$ cat src/cidc_pkg.sv
// Package with opcode fields, encodings and timing constants for the decoder
package cidc_pkg;
    localparam int INSTR_W = 16;
    localparam int CYC_W = 2;
    // Opcode field positions
    localparam int NIB_HI = 15;
    localparam int NIB_LO = 12;
    localparam int BYTE_HI = 15;
    localparam int BYTE_LO = 8;
    localparam int SEL_HI = 11;
    localparam int SEL_LO = 8;
    localparam int CTL_HI = 3;
    localparam int CTL_LO = 1;
    localparam int MODE_BIT = 7;
    localparam int FIELD_HI = 6;
    localparam int SHORT_HI = 7;
    localparam int TIDX_HI = 3;
    // Encodings
    localparam logic [3:0] OP_BIT_IMM = 4'h4;
    localparam logic [7:0] OP_VAR_BIT_TEST = 8'h6F;
    localparam logic [11:0] OP_CTL_GROUP = 12'hBE4;
    localparam logic [15:0] OP_IDLE = 16'hBE22;
    localparam logic [15:0] OP_DEEP_SLEEP = 16'hBE23;
    localparam logic [7:0] OP_LOAD_ST0 = 8'h0E;
    localparam logic [7:0] OP_LOAD_ST1 = 8'h0F;
    localparam logic [7:0] OP_STORE_ST0 = 8'h8E;
    localparam logic [7:0] OP_STORE_ST1 = 8'h8F;
    localparam logic [15:0] OP_NOP = 16'h8B00;
    localparam logic [15:0] OP_POP_ACC_LOW_HALF = 16'hBE32;
    localparam logic [15:0] OP_PUSH_ACC_LOW_HALF = 16'hBE3C;
    localparam logic [7:0] OP_STACK_TO_MEM = 8'h8A;
    localparam logic [7:0] OP_MEM_TO_STACK = 8'h76;
    localparam logic [7:0] OP_RPT_DATA = 8'h0B;
    localparam logic [15:0] OP_RPT_LONG = 16'hBEC4;
    localparam logic [7:0] OP_RPT_SHORT = 8'hBB;
    localparam logic [15:0] OP_BLOCK_LOOP = 16'hBEC6;
    localparam logic [15:0] OP_ZERO_LOOP = 16'hBEC5;
    // Bit-control selector codes
    localparam logic [2:0] SEL_IRQ_MASK = 3'h0;
    localparam logic [2:0] SEL_OVM = 3'h1;
    localparam logic [2:0] SEL_RAM_CFG = 3'h2;
    localparam logic [2:0] SEL_SXM = 3'h3;
    localparam logic [2:0] SEL_HOLD = 3'h4;
    localparam logic [2:0] SEL_TC = 3'h5;
    localparam logic [2:0] SEL_XF = 3'h6;
    localparam logic [2:0] SEL_CARRY = 3'h7;
    // Cycle counts
    localparam logic [CYC_W-1:0] CYC_ONE = 2'h1;
    localparam logic [CYC_W-1:0] CYC_TWO = 2'h2;
    // Mode bit reset values
    localparam logic [7:0] MODE_RESET = 8'h01;
    localparam logic XF_RESET = 1'b1;

    typedef enum logic [4:0] {
        OPC_NONE, OPC_BIT_IMM, OPC_VAR_BIT_TEST, OPC_CLEAR_CTL, OPC_SET_CTL,
        OPC_IDLE, OPC_DEEP_SLEEP, OPC_LOAD_ST0, OPC_LOAD_ST1, OPC_STORE_ST0,
        OPC_STORE_ST1, OPC_NOP, OPC_POP_ACC_LOW_HALF, OPC_PUSH_ACC_LOW_HALF,
        OPC_STACK_TO_MEM, OPC_MEM_TO_STACK, OPC_RPT_DATA, OPC_RPT_LONG,
        OPC_RPT_SHORT, OPC_BLOCK_LOOP, OPC_ZERO_LOOP
    } cidc_op_t;

    typedef enum logic [1:0] {
        ST_FETCH, ST_SECOND, ST_IDLE, ST_DEEP
    } cidc_state_t;
endpackage : cidc_pkg

$ cat src/cidc_classify.sv
// Combinational opcode classifier: word to operation, word and cycle counts
`timescale 1ns/1ns
`default_nettype none
module cidc_classify (
    input wire logic [15:0] instr_i,
    output cidc_pkg::cidc_op_t op_o,
    output logic two_word_o,
    output logic [1:0] cycles_o
);
    import cidc_pkg::*;

    logic [7:0] hi;
    assign hi = instr_i[BYTE_HI:BYTE_LO];

    always_comb begin
        op_o = OPC_NONE;
        two_word_o = 1'b0;
        cycles_o = CYC_ONE;
        if (instr_i[NIB_HI:NIB_LO] == OP_BIT_IMM) begin
            op_o = OPC_BIT_IMM; // see [RL1]
        end else if (hi == OP_VAR_BIT_TEST) begin
            op_o = OPC_VAR_BIT_TEST; // see [RL2]
        end else if (instr_i[15:4] == OP_CTL_GROUP) begin
            op_o = instr_i[0] ? OPC_SET_CTL : OPC_CLEAR_CTL; // see [RL3]
        end else if (instr_i == OP_IDLE) begin
            op_o = OPC_IDLE; // see [RL6]
        end else if (instr_i == OP_DEEP_SLEEP) begin
            op_o = OPC_DEEP_SLEEP; // see [RL6]
        end else if (hi == OP_LOAD_ST0 || hi == OP_LOAD_ST1) begin
            op_o = (hi == OP_LOAD_ST0) ? OPC_LOAD_ST0 : OPC_LOAD_ST1;
            cycles_o = CYC_TWO; // see [RL7]
        end else if (hi == OP_STORE_ST0) begin
            op_o = OPC_STORE_ST0; // see [RL8]
        end else if (hi == OP_STORE_ST1) begin
            op_o = OPC_STORE_ST1; // see [RL8]
        end else if (instr_i == OP_NOP) begin
            op_o = OPC_NOP; // see [RL9]
        end else if (instr_i == OP_POP_ACC_LOW_HALF) begin
            op_o = OPC_POP_ACC_LOW_HALF; // see [RL10]
        end else if (instr_i == OP_PUSH_ACC_LOW_HALF) begin
            op_o = OPC_PUSH_ACC_LOW_HALF; // see [RL10]
        end else if (hi == OP_STACK_TO_MEM) begin
            op_o = OPC_STACK_TO_MEM; // see [RL11]
        end else if (hi == OP_MEM_TO_STACK) begin
            op_o = OPC_MEM_TO_STACK; // see [RL11]
        end else if (hi == OP_RPT_DATA) begin
            op_o = OPC_RPT_DATA;
            cycles_o = CYC_TWO; // see [RL12]
        end else if (instr_i == OP_RPT_LONG) begin
            op_o = OPC_RPT_LONG;
            two_word_o = 1'b1;
            cycles_o = CYC_TWO; // see [RL12]
        end else if (hi == OP_RPT_SHORT) begin
            op_o = OPC_RPT_SHORT;
            cycles_o = CYC_TWO; // see [RL12]
        end else if (instr_i == OP_BLOCK_LOOP) begin
            op_o = OPC_BLOCK_LOOP;
            two_word_o = 1'b1;
            cycles_o = CYC_TWO; // see [RL13]
        end else if (instr_i == OP_ZERO_LOOP) begin
            op_o = OPC_ZERO_LOOP;
            two_word_o = 1'b1;
            cycles_o = CYC_TWO; // see [RL14]
        end
    end
endmodule : cidc_classify
`default_nettype wire

$ cat src/cidc_decoder.sv
// Control-instruction decoder top: fetch handshake, mode bits, strobes
// Behaviour
// [RL1] A word with top nibble 0100 is a one-cycle bit test of the bit given in bits 11-8 on the data operand, result to the test flag.
// [RL2] Upper byte 0110 1111 is a one-cycle bit test whose bit number comes from the low four bits of the bit-index temporary register.
// [RL3] Words 1011 1110 0100 xxxx are one-cycle bit controls that clear the selected bit when bit 0 is 0 and set it when bit 0 is 1.
// [RL4] Bits 3-1 of a bit control select irq mask, overflow mode, RAM config, sign extension, hold, test flag, external flag pin or carry.
// [RL5] Words BE4C and BE4D drive the external flag pin low and high in one cycle.
// [RL6] Word BE22 enters idle and word BE23 enters deep sleep, which waits for an interrupt.
// [RL7] Upper bytes 0E and 0F load status register 0 or 1 from the operand in two cycles.
// [RL8] Upper bytes 8E and 8F store status register 0 or 1 to the operand in one cycle.
// [RL9] Word 8B00 takes one cycle and changes nothing.
// [RL10] Word BE32 pops the stack into the low accumulator half and BE3C pushes it, one cycle each.
// [RL11] Upper byte 8A pops the stack to data memory and 76 pushes data memory onto the stack, one cycle each.
// [RL12] Single repeat takes its count from a data operand, a following long word or an 8-bit immediate, two cycles in all forms.
// [RL13] Word BEC6 is a two-word two-cycle block loop whose second word is the block end address.
// [RL14] Word BEC5 clears accumulator and product register and repeats the next instruction by the following long word count.
// [RL15] The low byte of memory operands is a mode bit then a seven-bit direct offset or indirect control field.
`timescale 1ns/1ns
`default_nettype none
module cidc_decoder (
    input wire logic REF_CLK_I,
    input wire logic RESET_N_I,
    input wire logic INSTR_VALID_I,
    input wire logic [15:0] INSTR_I,
    input wire logic [3:0] BIT_INDEX_TEMP_REG_I,
    input wire logic IRQ_I,
    output logic INSTR_TAKE_O,
    output logic OP_VALID_O,
    output cidc_pkg::cidc_op_t OP_O,
    output logic [1:0] OP_CYCLES_O,
    output logic [3:0] TEST_BIT_SEL_O,
    output logic MEM_INDIRECT_O,
    output logic [6:0] MEM_FIELD_O,
    output logic [15:0] OPERAND2_O,
    output logic [7:0] SHORT_COUNT_O,
    output logic GLOBAL_IRQ_MASK_O,
    output logic OVF_MODE_O,
    output logic RAM_CONFIG_BIT_O,
    output logic SIGN_EXT_MODE_O,
    output logic HOLD_MODE_O,
    output logic TEST_CONTROL_FLAG_O,
    output logic CARRY_O,
    output logic EXTERNAL_FLAG_PIN_O,
    output logic IDLE_O,
    output logic DEEP_SLEEP_O,
    output logic CLEAR_ACC_PRODUCT_REGISTER_O
);
    import cidc_pkg::*;

    cidc_op_t cls_op;
    logic cls_two;
    logic [1:0] cls_cyc;
    cidc_state_t state_r;
    cidc_op_t pend_op_r;
    logic [1:0] pend_cyc_r;
    logic [15:0] pend_word_r;
    logic [1:0] busy_r;
    logic irq_s1_r;
    logic irq_s2_r;
    logic take;
    logic issue1;
    logic [2:0] ctl_sel;

    cidc_classify u_classify (
        .instr_i(INSTR_I),
        .op_o(cls_op),
        .two_word_o(cls_two),
        .cycles_o(cls_cyc)
    );

    // Interrupt arrives from outside this clock; two flops before use
    always_ff @(posedge REF_CLK_I or negedge RESET_N_I) begin
        if (!RESET_N_I) begin
            irq_s1_r <= 1'b0;
            irq_s2_r <= 1'b0;
        end else begin
            irq_s1_r <= IRQ_I;
            irq_s2_r <= irq_s1_r;
        end
    end

    // Multi-cycle ops hold off the next fetch until their cycles are spent
    assign take = INSTR_VALID_I && (busy_r == 2'h0) &&
                  (state_r == ST_FETCH || state_r == ST_SECOND);
    assign issue1 = take && state_r == ST_FETCH && !cls_two;
    assign ctl_sel = INSTR_I[CTL_HI:CTL_LO];

    // Sequencer: second word of two-word ops, idle and deep sleep
    always_ff @(posedge REF_CLK_I or negedge RESET_N_I) begin
        if (!RESET_N_I) begin
            state_r <= ST_FETCH;
            pend_op_r <= OPC_NONE;
            pend_cyc_r <= CYC_ONE;
            pend_word_r <= 16'h0000;
        end else begin
            unique case (state_r)
                ST_FETCH: begin
                    if (take && cls_two) begin
                        state_r <= ST_SECOND; // see [RL13]
                        pend_op_r <= cls_op;
                        pend_cyc_r <= cls_cyc;
                        pend_word_r <= INSTR_I;
                    end else if (take && cls_op == OPC_IDLE) begin
                        state_r <= ST_IDLE; // see [RL6]
                    end else if (take && cls_op == OPC_DEEP_SLEEP) begin
                        state_r <= ST_DEEP; // see [RL6]
                    end
                end
                ST_SECOND: begin
                    if (take) begin
                        state_r <= ST_FETCH;
                    end
                end
                // Plain idle and deep sleep both leave only on the synchronised interrupt
                ST_IDLE, ST_DEEP: begin
                    if (irq_s2_r) begin
                        state_r <= ST_FETCH; // see [RL6]
                    end
                end
            endcase
        end
    end

    // Count the extra cycle of one-word two-cycle ops; the second word of two-word ops clears it
    always_ff @(posedge REF_CLK_I or negedge RESET_N_I) begin
        if (!RESET_N_I) begin
            busy_r <= 2'h0;
        end else if (issue1 && cls_cyc == CYC_TWO) begin
            busy_r <= CYC_ONE; // see [RL7]
        end else if (take && state_r == ST_SECOND &&
                     pend_cyc_r == CYC_TWO) begin
            busy_r <= 2'h0; // see [RL12]
        end else if (busy_r != 2'h0) begin
            busy_r <= busy_r - CYC_ONE;
        end
    end

    // Issue strobe and decoded fields
    always_ff @(posedge REF_CLK_I or negedge RESET_N_I) begin
        if (!RESET_N_I) begin
            INSTR_TAKE_O <= 1'b0;
            OP_VALID_O <= 1'b0;
            OP_O <= OPC_NONE;
            OP_CYCLES_O <= CYC_ONE;
            TEST_BIT_SEL_O <= 4'h0;
            MEM_INDIRECT_O <= 1'b0;
            MEM_FIELD_O <= 7'h00;
            OPERAND2_O <= 16'h0000;
            SHORT_COUNT_O <= 8'h00;
            CLEAR_ACC_PRODUCT_REGISTER_O <= 1'b0;
        end else begin
            INSTR_TAKE_O <= take;
            OP_VALID_O <= 1'b0;
            CLEAR_ACC_PRODUCT_REGISTER_O <= 1'b0;
            if (issue1) begin
                OP_VALID_O <= cls_op != OPC_NONE; // see [RL9]
                OP_O <= cls_op;
                OP_CYCLES_O <= cls_cyc;
                MEM_INDIRECT_O <= INSTR_I[MODE_BIT]; // see [RL15]
                MEM_FIELD_O <= INSTR_I[FIELD_HI:0]; // see [RL15]
                SHORT_COUNT_O <= INSTR_I[SHORT_HI:0]; // see [RL12]
                if (cls_op == OPC_VAR_BIT_TEST) begin
                    TEST_BIT_SEL_O <= BIT_INDEX_TEMP_REG_I[TIDX_HI:0]; // see [RL2]
                end else begin
                    TEST_BIT_SEL_O <= INSTR_I[SEL_HI:SEL_LO]; // see [RL1]
                end
            end else if (take && state_r == ST_SECOND) begin
                OP_VALID_O <= 1'b1;
                OP_O <= pend_op_r;
                OP_CYCLES_O <= pend_cyc_r;
                OPERAND2_O <= INSTR_I; // see [RL13]
                CLEAR_ACC_PRODUCT_REGISTER_O <= pend_op_r == OPC_ZERO_LOOP; // see [RL14]
            end
        end
    end

    // Status and mode bits changed by bit control words
    always_ff @(posedge REF_CLK_I or negedge RESET_N_I) begin
        if (!RESET_N_I) begin
            // Reset levels indexed by selector code, flag pin from XF_RESET, so they match set/clear
            GLOBAL_IRQ_MASK_O <= MODE_RESET[SEL_IRQ_MASK];
            OVF_MODE_O <= MODE_RESET[SEL_OVM];
            RAM_CONFIG_BIT_O <= MODE_RESET[SEL_RAM_CFG];
            SIGN_EXT_MODE_O <= MODE_RESET[SEL_SXM];
            HOLD_MODE_O <= MODE_RESET[SEL_HOLD];
            TEST_CONTROL_FLAG_O <= MODE_RESET[SEL_TC];
            CARRY_O <= MODE_RESET[SEL_CARRY];
            EXTERNAL_FLAG_PIN_O <= XF_RESET;
        end else if (issue1 && (cls_op == OPC_SET_CTL ||
                                cls_op == OPC_CLEAR_CTL)) begin
            unique case (ctl_sel) // see [RL4]
                SEL_IRQ_MASK: GLOBAL_IRQ_MASK_O <= INSTR_I[0]; // see [RL3]
                SEL_OVM: OVF_MODE_O <= INSTR_I[0];
                SEL_RAM_CFG: RAM_CONFIG_BIT_O <= INSTR_I[0];
                SEL_SXM: SIGN_EXT_MODE_O <= INSTR_I[0];
                SEL_HOLD: HOLD_MODE_O <= INSTR_I[0];
                SEL_TC: TEST_CONTROL_FLAG_O <= INSTR_I[0];
                SEL_XF: EXTERNAL_FLAG_PIN_O <= INSTR_I[0]; // see [RL5]
                SEL_CARRY: CARRY_O <= INSTR_I[0];
            endcase
        end
    end

    // Idle indications follow the sequencer state
    always_ff @(posedge REF_CLK_I or negedge RESET_N_I) begin
        if (!RESET_N_I) begin
            IDLE_O <= 1'b0;
            DEEP_SLEEP_O <= 1'b0;
        end else begin
            IDLE_O <= (state_r == ST_IDLE); // see [RL6]
            DEEP_SLEEP_O <= (state_r == ST_DEEP); // see [RL6]
        end
    end
endmodule : cidc_decoder
`default_nettype wire

$ cat config.mk
export PLATFORM = sky130hd
export DESIGN_NAME = cidc_decoder
export DESIGN_NICKNAME = d
export VERILOG_FILES = /design/src/cidc_pkg.sv /design/src/cidc_classify.sv /design/src/cidc_decoder.sv
export SDC_FILE = /design/constraint.sdc
export NUM_CORES = 1
export LEC_CHECK = 0
export BUFFER_PORTS_ARGS = -buffer_cell sky130_fd_sc_hd__buf_4
export CORE_AREA = 2 2 96 70
export CTS_CLUSTER_DIAMETER = 50
export DETAILED_ROUTE_END_ITERATION = 7
export DIE_AREA = 0 0 98 72
export PLACE_DENSITY_LB_ADDON = 0.3
export SYNTH_ARGS = -nofsm -noshare
export SYNTH_HDL_FRONTEND = slang
export SYNTH_SLANG_ARGS = --single-unit
$ cat constraint.sdc
create_clock -name REF_CLK_I -period 2.2 [get_ports REF_CLK_I]
set_input_delay 0.33 -clock REF_CLK_I [delete_from_list [all_inputs] [get_ports REF_CLK_I]]
set_output_delay 0.33 -clock REF_CLK_I [all_outputs]
set_load 0.02 [all_outputs]
* Yosys cells after proc, flatten, opt, wreduce, memory -nomap -nowiden
Index checks and enable logic that the tools add are counted.
** Storage, ports and cells
- Flip-flop bits (word level) :: 69
- Memory bits (read-only) :: 0
- Bits of input ports :: 24
- Memory bits (writable) :: 0
- Latch bits :: 0
- Memories :: 0
- Output and inout bits :: 56
** Cells by class
- $add $sub $neg :: 1
- Order comparisons :: 0
- Eq/ne operators :: 40
- Multiply operators :: 0
- Shifts and indexed selects :: 0
- Bitwise logic cells :: 1
- Div/mod/pow operators :: 0
- Mux-type cells :: 74
- Reductions and logical operators :: 34
** Operators by type and width (number)
- 16-bit == test (second input constant) :: 8
- 5-bit 2-to-1 mux :: 20
- 2-bit 2-to-1 mux :: 28
- 8-bit == test (second input constant) :: 4
- 8-bit by 4-bit == test with 1-bit output (second input constant) :: 3
- 1-bit 2-to-1 mux :: 22
- 2-bit AND reduction :: 10
- 8-bit by 7-bit == test with 1-bit output (second input constant) :: 2
- 5-bit by 3-bit == test with 1-bit output (second input constant) :: 3
- 12-bit == test (second input constant) :: 1
- 3-bit == test (second input constant) :: 4
- 1-bit logical AND :: 11
- 5-bit by 2-bit == test with 1-bit output (second input constant) :: 2
- 2-bit == test (second input constant) :: 4
- 4-bit 2-to-1 mux :: 2
- 3-bit by 2-bit == test with 1-bit output (second input constant) :: 2
- 2-bit one-hot mux with 3 select lines :: 1
- 5-bit == test (second input constant) :: 1
- 5-bit nonzero test :: 1
- 4-bit by 3-bit == test with 1-bit output (second input constant) :: 1
- 2-bit zero test :: 2
- 2-bit != test (second input constant) :: 2
- 4-bit by 1-bit != test with 1-bit output (second input constant) :: 1
- 2-bit nonzero test :: 2
- other kinds (11) :: 13

* Depth between registers and ports, before layout
Gate-level depths: netlist of the first run.
- Word-level depth :: 25
- Mapped depth :: 10

* Modules after synthesis
Synthesis of the first run repeated with hierarchy kept, for this count alone.
** Unflattened totals
- Cell total of the unflattened synthesis :: 332
- Area total of the unflattened synthesis :: 3200.6 sq um
** Modules (own cells, without submodules)
- cidc_decoder :: sequential area each 1531.5 sq um, times used 1, area each 2682.6 sq um, cells an instance 258
- cidc_classify :: sequential area each 0.0 sq um, times used 1, area each 518.0 sq um, cells an instance 74

* Worst setup path after synthesis of the first run
No wires, ideal clock.
- Path type :: input-to-reg
- Start point :: input INSTR_I[14]
- End point :: register HOLD_MODE_O
- Required time :: 2.072 ns
- Arrival :: 2.300 ns
- Stages :: 7
- Library setup time :: 0.128 ns
- Slack :: -0.227 ns
- Path buffers :: 1
- Path through :: buf_2 > nand4b_4 > or4_1 > nor4b_1 > nor4_4 > o2111ai_1 > mux2_1
** On the way
- Longest elaborated chain between the ends :: 23
- Elaborated cells between the ends (all ways) :: 64
- Classes of those cells :: eq/ne: 21; mux: 37; reduce/logical: 6
** Ends and longest elaborated chain
- from (decl) :: RTL line cidc_decoder.sv:24 : input wire logic [15:0] INSTR_I,
- 16-bit == test :: RTL line cidc_classify.sv:60 : end else if (instr_i == OP_ZERO_LOOP) begin
- 5-bit 2-to-1 mux / 1-bit 2-to-1 mux (equally long branches) :: RTL line cidc_classify.sv:60
- 5-bit 2-to-1 mux / 1-bit 2-to-1 mux (equally long branches) :: RTL line cidc_classify.sv:56 : end else if (instr_i == OP_BLOCK_LOOP) begin
- 5-bit 2-to-1 mux / 1-bit 2-to-1 mux (equally long branches) :: RTL line cidc_classify.sv:53 : end else if (hi == OP_RPT_SHORT) begin
- 5-bit 2-to-1 mux / 1-bit 2-to-1 mux (equally long branches) :: RTL line cidc_classify.sv:49 : end else if (instr_i == OP_RPT_LONG) begin
- 5-bit 2-to-1 mux / 1-bit 2-to-1 mux (equally long branches) :: RTL line cidc_classify.sv:46 : end else if (hi == OP_RPT_DATA) begin
- 5-bit 2-to-1 mux / 1-bit 2-to-1 mux (equally long branches) :: RTL line cidc_classify.sv:44 : end else if (hi == OP_MEM_TO_STACK) begin
- 5-bit 2-to-1 mux / 1-bit 2-to-1 mux (equally long branches) :: RTL line cidc_classify.sv:42 : end else if (hi == OP_STACK_TO_MEM) begin
- [... 7 more ...]
- 5-bit 2-to-1 mux / 1-bit 2-to-1 mux (equally long branches) :: RTL line cidc_classify.sv:25 : end else if (instr_i == OP_IDLE) begin
- 5-bit 2-to-1 mux / 1-bit 2-to-1 mux (equally long branches) :: RTL line cidc_classify.sv:23 : end else if (instr_i[15:4] == OP_CTL_GROUP) begin
- 5-bit 2-to-1 mux / 1-bit 2-to-1 mux (equally long branches) :: RTL line cidc_classify.sv:21 : end else if (hi == OP_VAR_BIT_TEST) begin
- 5-bit 2-to-1 mux / 1-bit 2-to-1 mux (equally long branches) :: RTL line cidc_classify.sv:19 : if (instr_i[NIB_HI:NIB_LO] == OP_BIT_IMM) begin
- 5-bit by 3-bit == test with 1-bit output, or another cell as far along :: RTL line cidc_decoder.sv:189 : end else if (issue1 && (cls_op == OPC_SET_CTL ||
- 1-bit logical OR / 1-bit logical AND (equally long branches) :: RTL line cidc_decoder.sv:189, cidc_decoder.sv:85
- 1-bit logical AND * :: RTL line cidc_decoder.sv:189
- 2-bit AND reduction (no line) *
- to (signal assigned) :: RTL line cidc_decoder.sv:185 : HOLD_MODE_O <= MODE_RESET[SEL_HOLD];
- to (signal assigned) :: RTL line cidc_decoder.sv:196 : SEL_HOLD: HOLD_MODE_O <= INSTR_I[0];
- to (decl) :: RTL line cidc_decoder.sv:40 : output logic HOLD_MODE_O,
Mark *: on every way between the ends. The rest lies on a longest branch, timed or not.
A chain may end at the register's enable or synchronous reset.

* Worst setup path after layout of the first run
- Start point :: input INSTR_I[14]
- End point :: register SIGN_EXT_MODE_O
** On the way
- Longest elaborated chain between the ends :: 23
- Elaborated cells between the ends (all ways) :: 64
- Classes of those cells :: eq/ne: 21; mux: 37; reduce/logical: 6
** Ends and longest elaborated chain
- 16-bit == test :: RTL line cidc_classify.sv:60
- 5-bit 2-to-1 mux / 1-bit 2-to-1 mux (equally long branches) :: RTL line cidc_classify.sv:60
- 5-bit 2-to-1 mux / 1-bit 2-to-1 mux (equally long branches) :: RTL line cidc_classify.sv:56
- 5-bit 2-to-1 mux / 1-bit 2-to-1 mux (equally long branches) :: RTL line cidc_classify.sv:53
- 5-bit 2-to-1 mux / 1-bit 2-to-1 mux (equally long branches) :: RTL line cidc_classify.sv:49
- 5-bit 2-to-1 mux / 1-bit 2-to-1 mux (equally long branches) :: RTL line cidc_classify.sv:46
- 5-bit 2-to-1 mux / 1-bit 2-to-1 mux (equally long branches) :: RTL line cidc_classify.sv:44
- 5-bit 2-to-1 mux / 1-bit 2-to-1 mux (equally long branches) :: RTL line cidc_classify.sv:42
- [... 7 more ...]
- 5-bit 2-to-1 mux / 1-bit 2-to-1 mux (equally long branches) :: RTL line cidc_classify.sv:25
- 5-bit 2-to-1 mux / 1-bit 2-to-1 mux (equally long branches) :: RTL line cidc_classify.sv:23
- 5-bit 2-to-1 mux / 1-bit 2-to-1 mux (equally long branches) :: RTL line cidc_classify.sv:21
- 5-bit 2-to-1 mux / 1-bit 2-to-1 mux (equally long branches) :: RTL line cidc_classify.sv:19
- 5-bit by 3-bit == test with 1-bit output, or another cell as far along :: RTL line cidc_decoder.sv:189
- 1-bit logical OR / 1-bit logical AND (equally long branches) :: RTL line cidc_decoder.sv:189, cidc_decoder.sv:85
- 1-bit logical AND * :: RTL line cidc_decoder.sv:189
- 2-bit AND reduction (no line) *
- to (signal assigned) :: RTL line cidc_decoder.sv:184 : SIGN_EXT_MODE_O <= MODE_RESET[SEL_SXM];
- to (signal assigned) :: RTL line cidc_decoder.sv:195 : SEL_SXM: SIGN_EXT_MODE_O <= INSTR_I[0];
- to (decl) :: RTL line cidc_decoder.sv:39 : output logic SIGN_EXT_MODE_O,
Marks and branches as above.

==> flow_metrics.env, run 1 <==
export IMPL_num_io_pins=80
export IMPL_clockBufferDepth=2
export IMPL_drtIter0Drc=177
export IMPL_drive_gt1_share_pct=45.6
export IMPL_tightest_slew_ns=0.779
export IMPL_seq_area_frac_synth_pct=48.3
export IMPL_synth_ff_type="dfrtp_1"
export IMPL_cts_buffers=9
export IMPL_nets=483
export IMPL_area_growth_syn_to_layout_pct=46.4
export IMPL_dieArea_um2=7060
export IMPL_synth_top_area_cell="dfrtp_1"
export IMPL_via_per_inst=5.67
export IMPL_grt_busiest_layer="met2"
export IMPL_critical_path_max_fanout=8
export IMPL_clock_sinks=61
export IMPL_grt_use_met1_pct=36.1
export IMPL_postPlaceCellArea_um2=4260
export IMPL_critPathCaptureType="flop"
export IMPL_slew_violations=0
export IMPL_cts_tree="done"
export IMPL_cp_required_ns=2.43
export IMPL_power_total_mw=4.61
export IMPL_diodes=0
export IMPL_rsz0062_at_grt="yes"
export IMPL_syn_area_um2=3170
export IMPL_setup_viol=0
export IMPL_layout_min_cycle_time_ns=2.20
export IMPL_final_area_um2=4640
export IMPL_die_w_um=98
export IMPL_place_congestion=0.882
export IMPL_min_path_type="primary input to async pin"
export IMPL_synth_seq_cells=61
export IMPL_arrival_ns=2.43
export IMPL_postSynthCellCount=323
export IMPL_grt_max_degree=62
export IMPL_drc=0
export IMPL_final_cell_mix="buf_4 (148), nand2_1 (60), dfrtp_1 (57)"
export IMPL_core_area_um2=6100
export IMPL_max_freq_mhz=455
export IMPL_cts_clk_slew_worst_paths_ns=0.07
export IMPL_synth_warnings=0
export IMPL_status="complete, no violations"
export IMPL_avgSynthCellArea_um2=9.82
export IMPL_via_count=3067
export IMPL_drt_pass1_iter_count=5
export IMPL_async_flop_share_pct=100
export IMPL_fin_crit_sh_pct=100
export IMPL_fp_row_count=24
export IMPL_fp_dieH_um=72
export IMPL_routed_wl_um=9150
export IMPL_cts_max_level=3
export IMPL_drv_cap=0
export IMPL_drtAntennaViolNets=0
export IMPL_synth_fp_nets=348
export IMPL_synth_cell_types=60
export IMPL_hold_viol_final=0
export IMPL_skew_ns=0.00806
export IMPL_synth_area_top_cells="dfrtp_1 (45%), nand2_1 (7.2%), o21ai_0 (4.1%)"
export IMPL_grt_util_met3_pct=5.11
export IMPL_met2_usage_pct=42.4
export IMPL_clock_latency_ns=0.35
export IMPL_critPathKind="primary input to flop"
export IMPL_synth_top_area_share_pct=45.0
export IMPL_p_per_area_nw_per_um2=993
export IMPL_port_buffers=79
export IMPL_leakagePower_nw=2.27
export IMPL_grt_overflow_total=0
export IMPL_vdd_drop_max_uv=727
export IMPL_relSlewSlack_pct=48.0
export IMPL_gr_usage_all_layers_pct=26.2
export IMPL_antenna_found_initial=0
export IMPL_cts_root_buf="clkbuf_8"
export IMPL_layout_commonest_cell="buf_4"
export IMPL_wl_per_cell_um=16.9
export IMPL_place_hpwl_um=6670
export IMPL_synth_enable_flop_cells=0
export IMPL_initial_core_util_pct=52.1
export IMPL_cp_start_kind="primary input"
export IMPL_finish_utilization_pct=76.2
export IMPL_first_global_vias=2997
export IMPL_grt_pass1_wl_um=14700
## routing by layer
metal | routed length, um | vias to the layer above | part of all wire, %
met4 | 112 | 0 | 1.2
met1 | 4210 | 1500 | 46
met5 | 0 | - | 0
met3 | 523 | 9 | 5.7
li1 | - | 1440 | -
met2 | 4300 | 118 | 47
## logic make-up after synthesis
| group | Yosys count | synth area share [%] |
|---|---|---|
| DFF | 61 | 48.3 |
| muxes | 16 | 5.64 |
| and+or+nand+nor | 147 | 26.0 |
| adders and majority gates | 1 | 0.394 |
| buffers and inverters | 34 | 5.91 |
| xor gates and xnor gates | 2 | 0.552 |
| AOI/OAI and AO/OA | 62 | 13.2 |
## cell usage after synthesis (6+ instances only)
master,n
nand2_1,61
dfrtp_1,57
o21ai_0,26
clkbuf_1,10
nor2_1,10
nor3_1,9
buf_4,8
mux2_1,8
nor4_1,8
inv_1,7
mux2_2,7
nand2b_1,7
nand4_1,6
o2111ai_1,6
## critical path: stages
cell and delay (ns):
buf_4 0.13, nand4b_4 0.25, buf_4 0.20, nor4_1 0.32, o21ai_0 0.13, and4b_1 0.27
nor4_4 0.16, buf_6 0.17, o2111ai_1 0.14, mux2_1 0.32
## timing repair
item / in CTS / in global routing
setup buffers: 0 / 2
setup endpoints to repair: 7 / 9
resized for setup: 3 / 25
hold buffers: 0 / 0
## power breakdown
group	switching, mW	internal [mW]	total (mW)
clock network	0.474	0.641	1.12
registers	0.209	1.45	1.66
logic	1.03	0.809	1.84
## area by class of cell
class / instances / area (um2)
sequential: 61 / 1530
timing repair buffer: 151 / 1160
clock buffer: 9 / 124
inverter: 7 / 26.3
clock inverter: 7 / 97.6
multi-input combinational: 228 / 1610
fill: 431 / 1450
tap: 78 / 97.6
## through the flow
stage	std cells	TNS (ns)	hold WS, ns	setup WS [ns]
after global placement	523	-3.50	0.332	-0.359
after detailed placement	523	-4.40	0.353	-0.454
after floorplan	323	-1.48	0.0344	-0.207
final	541	0	0.0599	0.000297
after CTS	539	0	0.0818	0.0229
after global routing	541	-0.549	0.0802	-0.101
## sequential cells by signal, indices dropped and copies added, names as in the netlist, 2 cells and up
name            flops
busy_r              2
pend_cyc_r          2
TEST_BIT_SEL_O      4
state_r             2
OP_CYCLES_O         2
MEM_FIELD_O         6
OP_O                5
OPERAND2_O         16
pend_op_r           5
## worst paths after layout
path,start,endpoint,slack (ns),cells after the start
max,INSTR_I[14],SIGN_EXT_MODE_O$_DFFE_PN0P_,0.0003,10
min,RESET_N_I,SIGN_EXT_MODE_O$_DFFE_PN0P_,0.06,1
max reg2reg,busy_r[0]$_DFFE_PN0P_,HOLD_MODE_O$_DFFE_PN0P_,0.23,8
min reg2reg,irq_s1_r$_DFF_PN0_,irq_s2_r$_DFF_PN0_,0.37,0
max in group asynchronous,RESET_N_I,irq_s2_r$_DFF_PN0_,1.62,1
min in group REF_CLK_I,IRQ_I,irq_s1_r$_DFF_PN0_,0.09,1
Note: power is estimated with default switching activity, not from simulation.
==> run 2: changes to the inputs <==
- PLACE_DENSITY: not set -> 0.78
- PLACE_DENSITY_LB_ADDON: 0.3 -> not set
==> flow_metrics.env, run 2 (synthesis results as in run 1) <==
export IMPL_largest_register_ffs=16
export IMPL_met2_usage_pct=41.4
export IMPL_crit_buf_inv=3
export IMPL_wl_per_cell_um=16.8
export IMPL_reg2reg_depth=8
export IMPL_critPathMostFrequentCell="buf_4"
export IMPL_setup_viol=6
export IMPL_grt_max_degree=62
export IMPL_drtIter0Drc=153
export IMPL_clockBufferDepth=2
export IMPL_critPathCaptureType="flop"
export IMPL_drtAntennaViolNets=0
export IMPL_finish_utilization_pct=77.8
export IMPL_cts_root_buf="clkbuf_8"
export IMPL_drv_cap=0
export IMPL_tightest_slew_ns=0.791
export IMPL_num_io_pins=80
export IMPL_drt_pass1_iter_count=4
export IMPL_routed_wl_um=9100
export IMPL_layoutNonFillerInstCount=540
export IMPL_drc=0
export IMPL_fillers=423
export IMPL_place_congestion=0.916
export IMPL_fin_setup_tns_ns=-0.258
export IMPL_cp_slowest_cell="and4b_2"
export IMPL_skew_ns=0.00574
export IMPL_final_area_um2=4740
export IMPL_nets=482
export IMPL_clock_latency_ns=0.34
export IMPL_worstPathCellList="buf_4, buf_4, nor2b_1, and4_1, a311oi_1, and4b_2, buf_6, o211a_4, o2111ai_2, mux2_4"
export IMPL_critPathKind="primary input to flop"
export IMPL_max_freq_mhz=444
export IMPL_first_global_vias=2956
export IMPL_cts_max_level=3
export IMPL_arrival_ns=2.48
export IMPL_fp_dieH_um=72
export IMPL_violations="setup timing"
export IMPL_regToRegSetupSlack_ns=0.23
export IMPL_relSlewSlack_pct=46.8
export IMPL_cts_buffers=9
export IMPL_initial_core_util_pct=52.1
export IMPL_area_growth_syn_to_layout_pct=49.5
export IMPL_core_area_um2=6100
export IMPL_postPlaceCellArea_um2=4210
export IMPL_cp_start_kind="primary input"
export IMPL_min_path_type="primary input to async pin"
export IMPL_port_buffers=79
export IMPL_grt_pass1_wl_um=14700
export IMPL_crit_family="compound AO/OA/AOI/OAI gates"
export IMPL_status="finished, violations left"
export IMPL_place_hpwl_um=6590
export IMPL_p_per_area_nw_per_um2=979
export IMPL_diodes=0
export IMPL_die_w_um=98
export IMPL_via_per_inst=5.54
export IMPL_grt_util_met3_pct=5.49
export IMPL_gr_usage_all_layers_pct=26.3
export IMPL_final_cell_mix="buf_4 (143), nand2_1 (59), dfrtp_1 (57)"
export IMPL_hold_viol_final=0
export IMPL_cts_tree="done"
export IMPL_vdd_drop_max_uv=773
export IMPL_fin_crit_sh_pct=102
export IMPL_clock_sinks=61
export IMPL_cp_required_ns=2.43
export IMPL_worst_path_largest_cell_delay_ns=0.34
export IMPL_rsz0062_at_grt="yes"
export IMPL_fin_hold_ws_ns=0.0557
export IMPL_grt_busiest_layer="met2"
export IMPL_drive_gt1_share_pct=47.6
export IMPL_grt_overflow_total=0
export IMPL_grt_use_met1_pct=37.5
export IMPL_fin_ws_ns=-0.0544
export IMPL_slew_violations=0
export IMPL_pre_cts_ws_ns=-0.495
export IMPL_placed_cells=518
export IMPL_r2r_end="OP_O[1]$_DFFE_PN0P_"
export IMPL_critical_path_max_fanout=8
export IMPL_antenna_found_initial=0
export IMPL_reg_top3="OPERAND2_O: 16 flops, MEM_FIELD_O: 6 flops"
export IMPL_fp_row_count=24
export IMPL_layout_commonest_cell="buf_4"
export IMPL_top_register="OPERAND2_O"
export IMPL_leakagePower_nw=2.29
export IMPL_dieArea_um2=7060
export IMPL_via_count=2993
export IMPL_reg2reg_from="busy_r[0]$_DFFE_PN0P_"
export IMPL_cts_clk_slew_worst_paths_ns=0.07
export IMPL_power_total_mw=4.65
export IMPL_layout_min_cycle_time_ns=2.25
[run 2: cell types whose count changed in the layout (fill, tap and decap cells not counted), moves of 2 or more]
cell,before,now
buf_6,1,5
o2111ai_1,4,0
o2111ai_4,0,2
mux2_4,3,6
o2111ai_2,2,4
buf_4,148,143
mux2_1,5,2
nor4_4,2,4
nor4_1,5,3
[run 2: layout make-up]
cell class | instances | area, um2 | area share (%)
multi-input combinational | 228 | 1700 | 35.9
sequential | 61 | 1530 | 32.3
timing repair buffer | 150 | 1160 | 24.6
clock buffer | 9 | 124 | 2.61
clock inverter | 7 | 98.8 | 2.08
tap | 78 | 97.6 | 2.06
inverter | 7 | 26.3 | 0.554
[run 2: how the worst max path moves through the flow]
stage	from	end	slack, ns	cells after the start
2_1_floorplan	INSTR_I[12]	OVF_MODE_O$_DFFE_PN0P_	-0.21	9
3_3_place_gp	INSTR_I[8]	SIGN_EXT_MODE_O$_DFFE_PN0P_	-0.38	9
3_5_place_dp	INSTR_I[5]	RAM_CONFIG_BIT_O$_DFFE_PN0P_	-0.49	10
4_1_cts	INSTR_I[4]	HOLD_MODE_O$_DFFE_PN0P_	-0.04	9
5_1_grt	INSTR_I[8]	SIGN_EXT_MODE_O$_DFFE_PN0P_	-0.08	10
6_report	INSTR_I[8]	SIGN_EXT_MODE_O$_DFFE_PN0P_	-0.05	10
[run 2: layer usage]
layer | vias to the layer above | share of wire [%]
li1 | 1440 | -
met1 | 1445 | 46
met2 | 94 | 47
met4 | 0 | 1.3
met3 | 14 | 5.2
met5 | - | 0
[run 2: what timing repair did]
action | 4_1_cts | 5_1_grt
pin swaps | 11 | 7
gates resized for setup | 22 | 26
setup endpoints to repair | 7 | 12
setup buffers | 2 | 5
hold buffers | 0 | 0
[run 2: where the power goes]
group          internal (mW)  switching (mW)
logic                  0.820            1.05
clock network          0.643           0.474
registers               1.45           0.210
total                   2.91            1.73
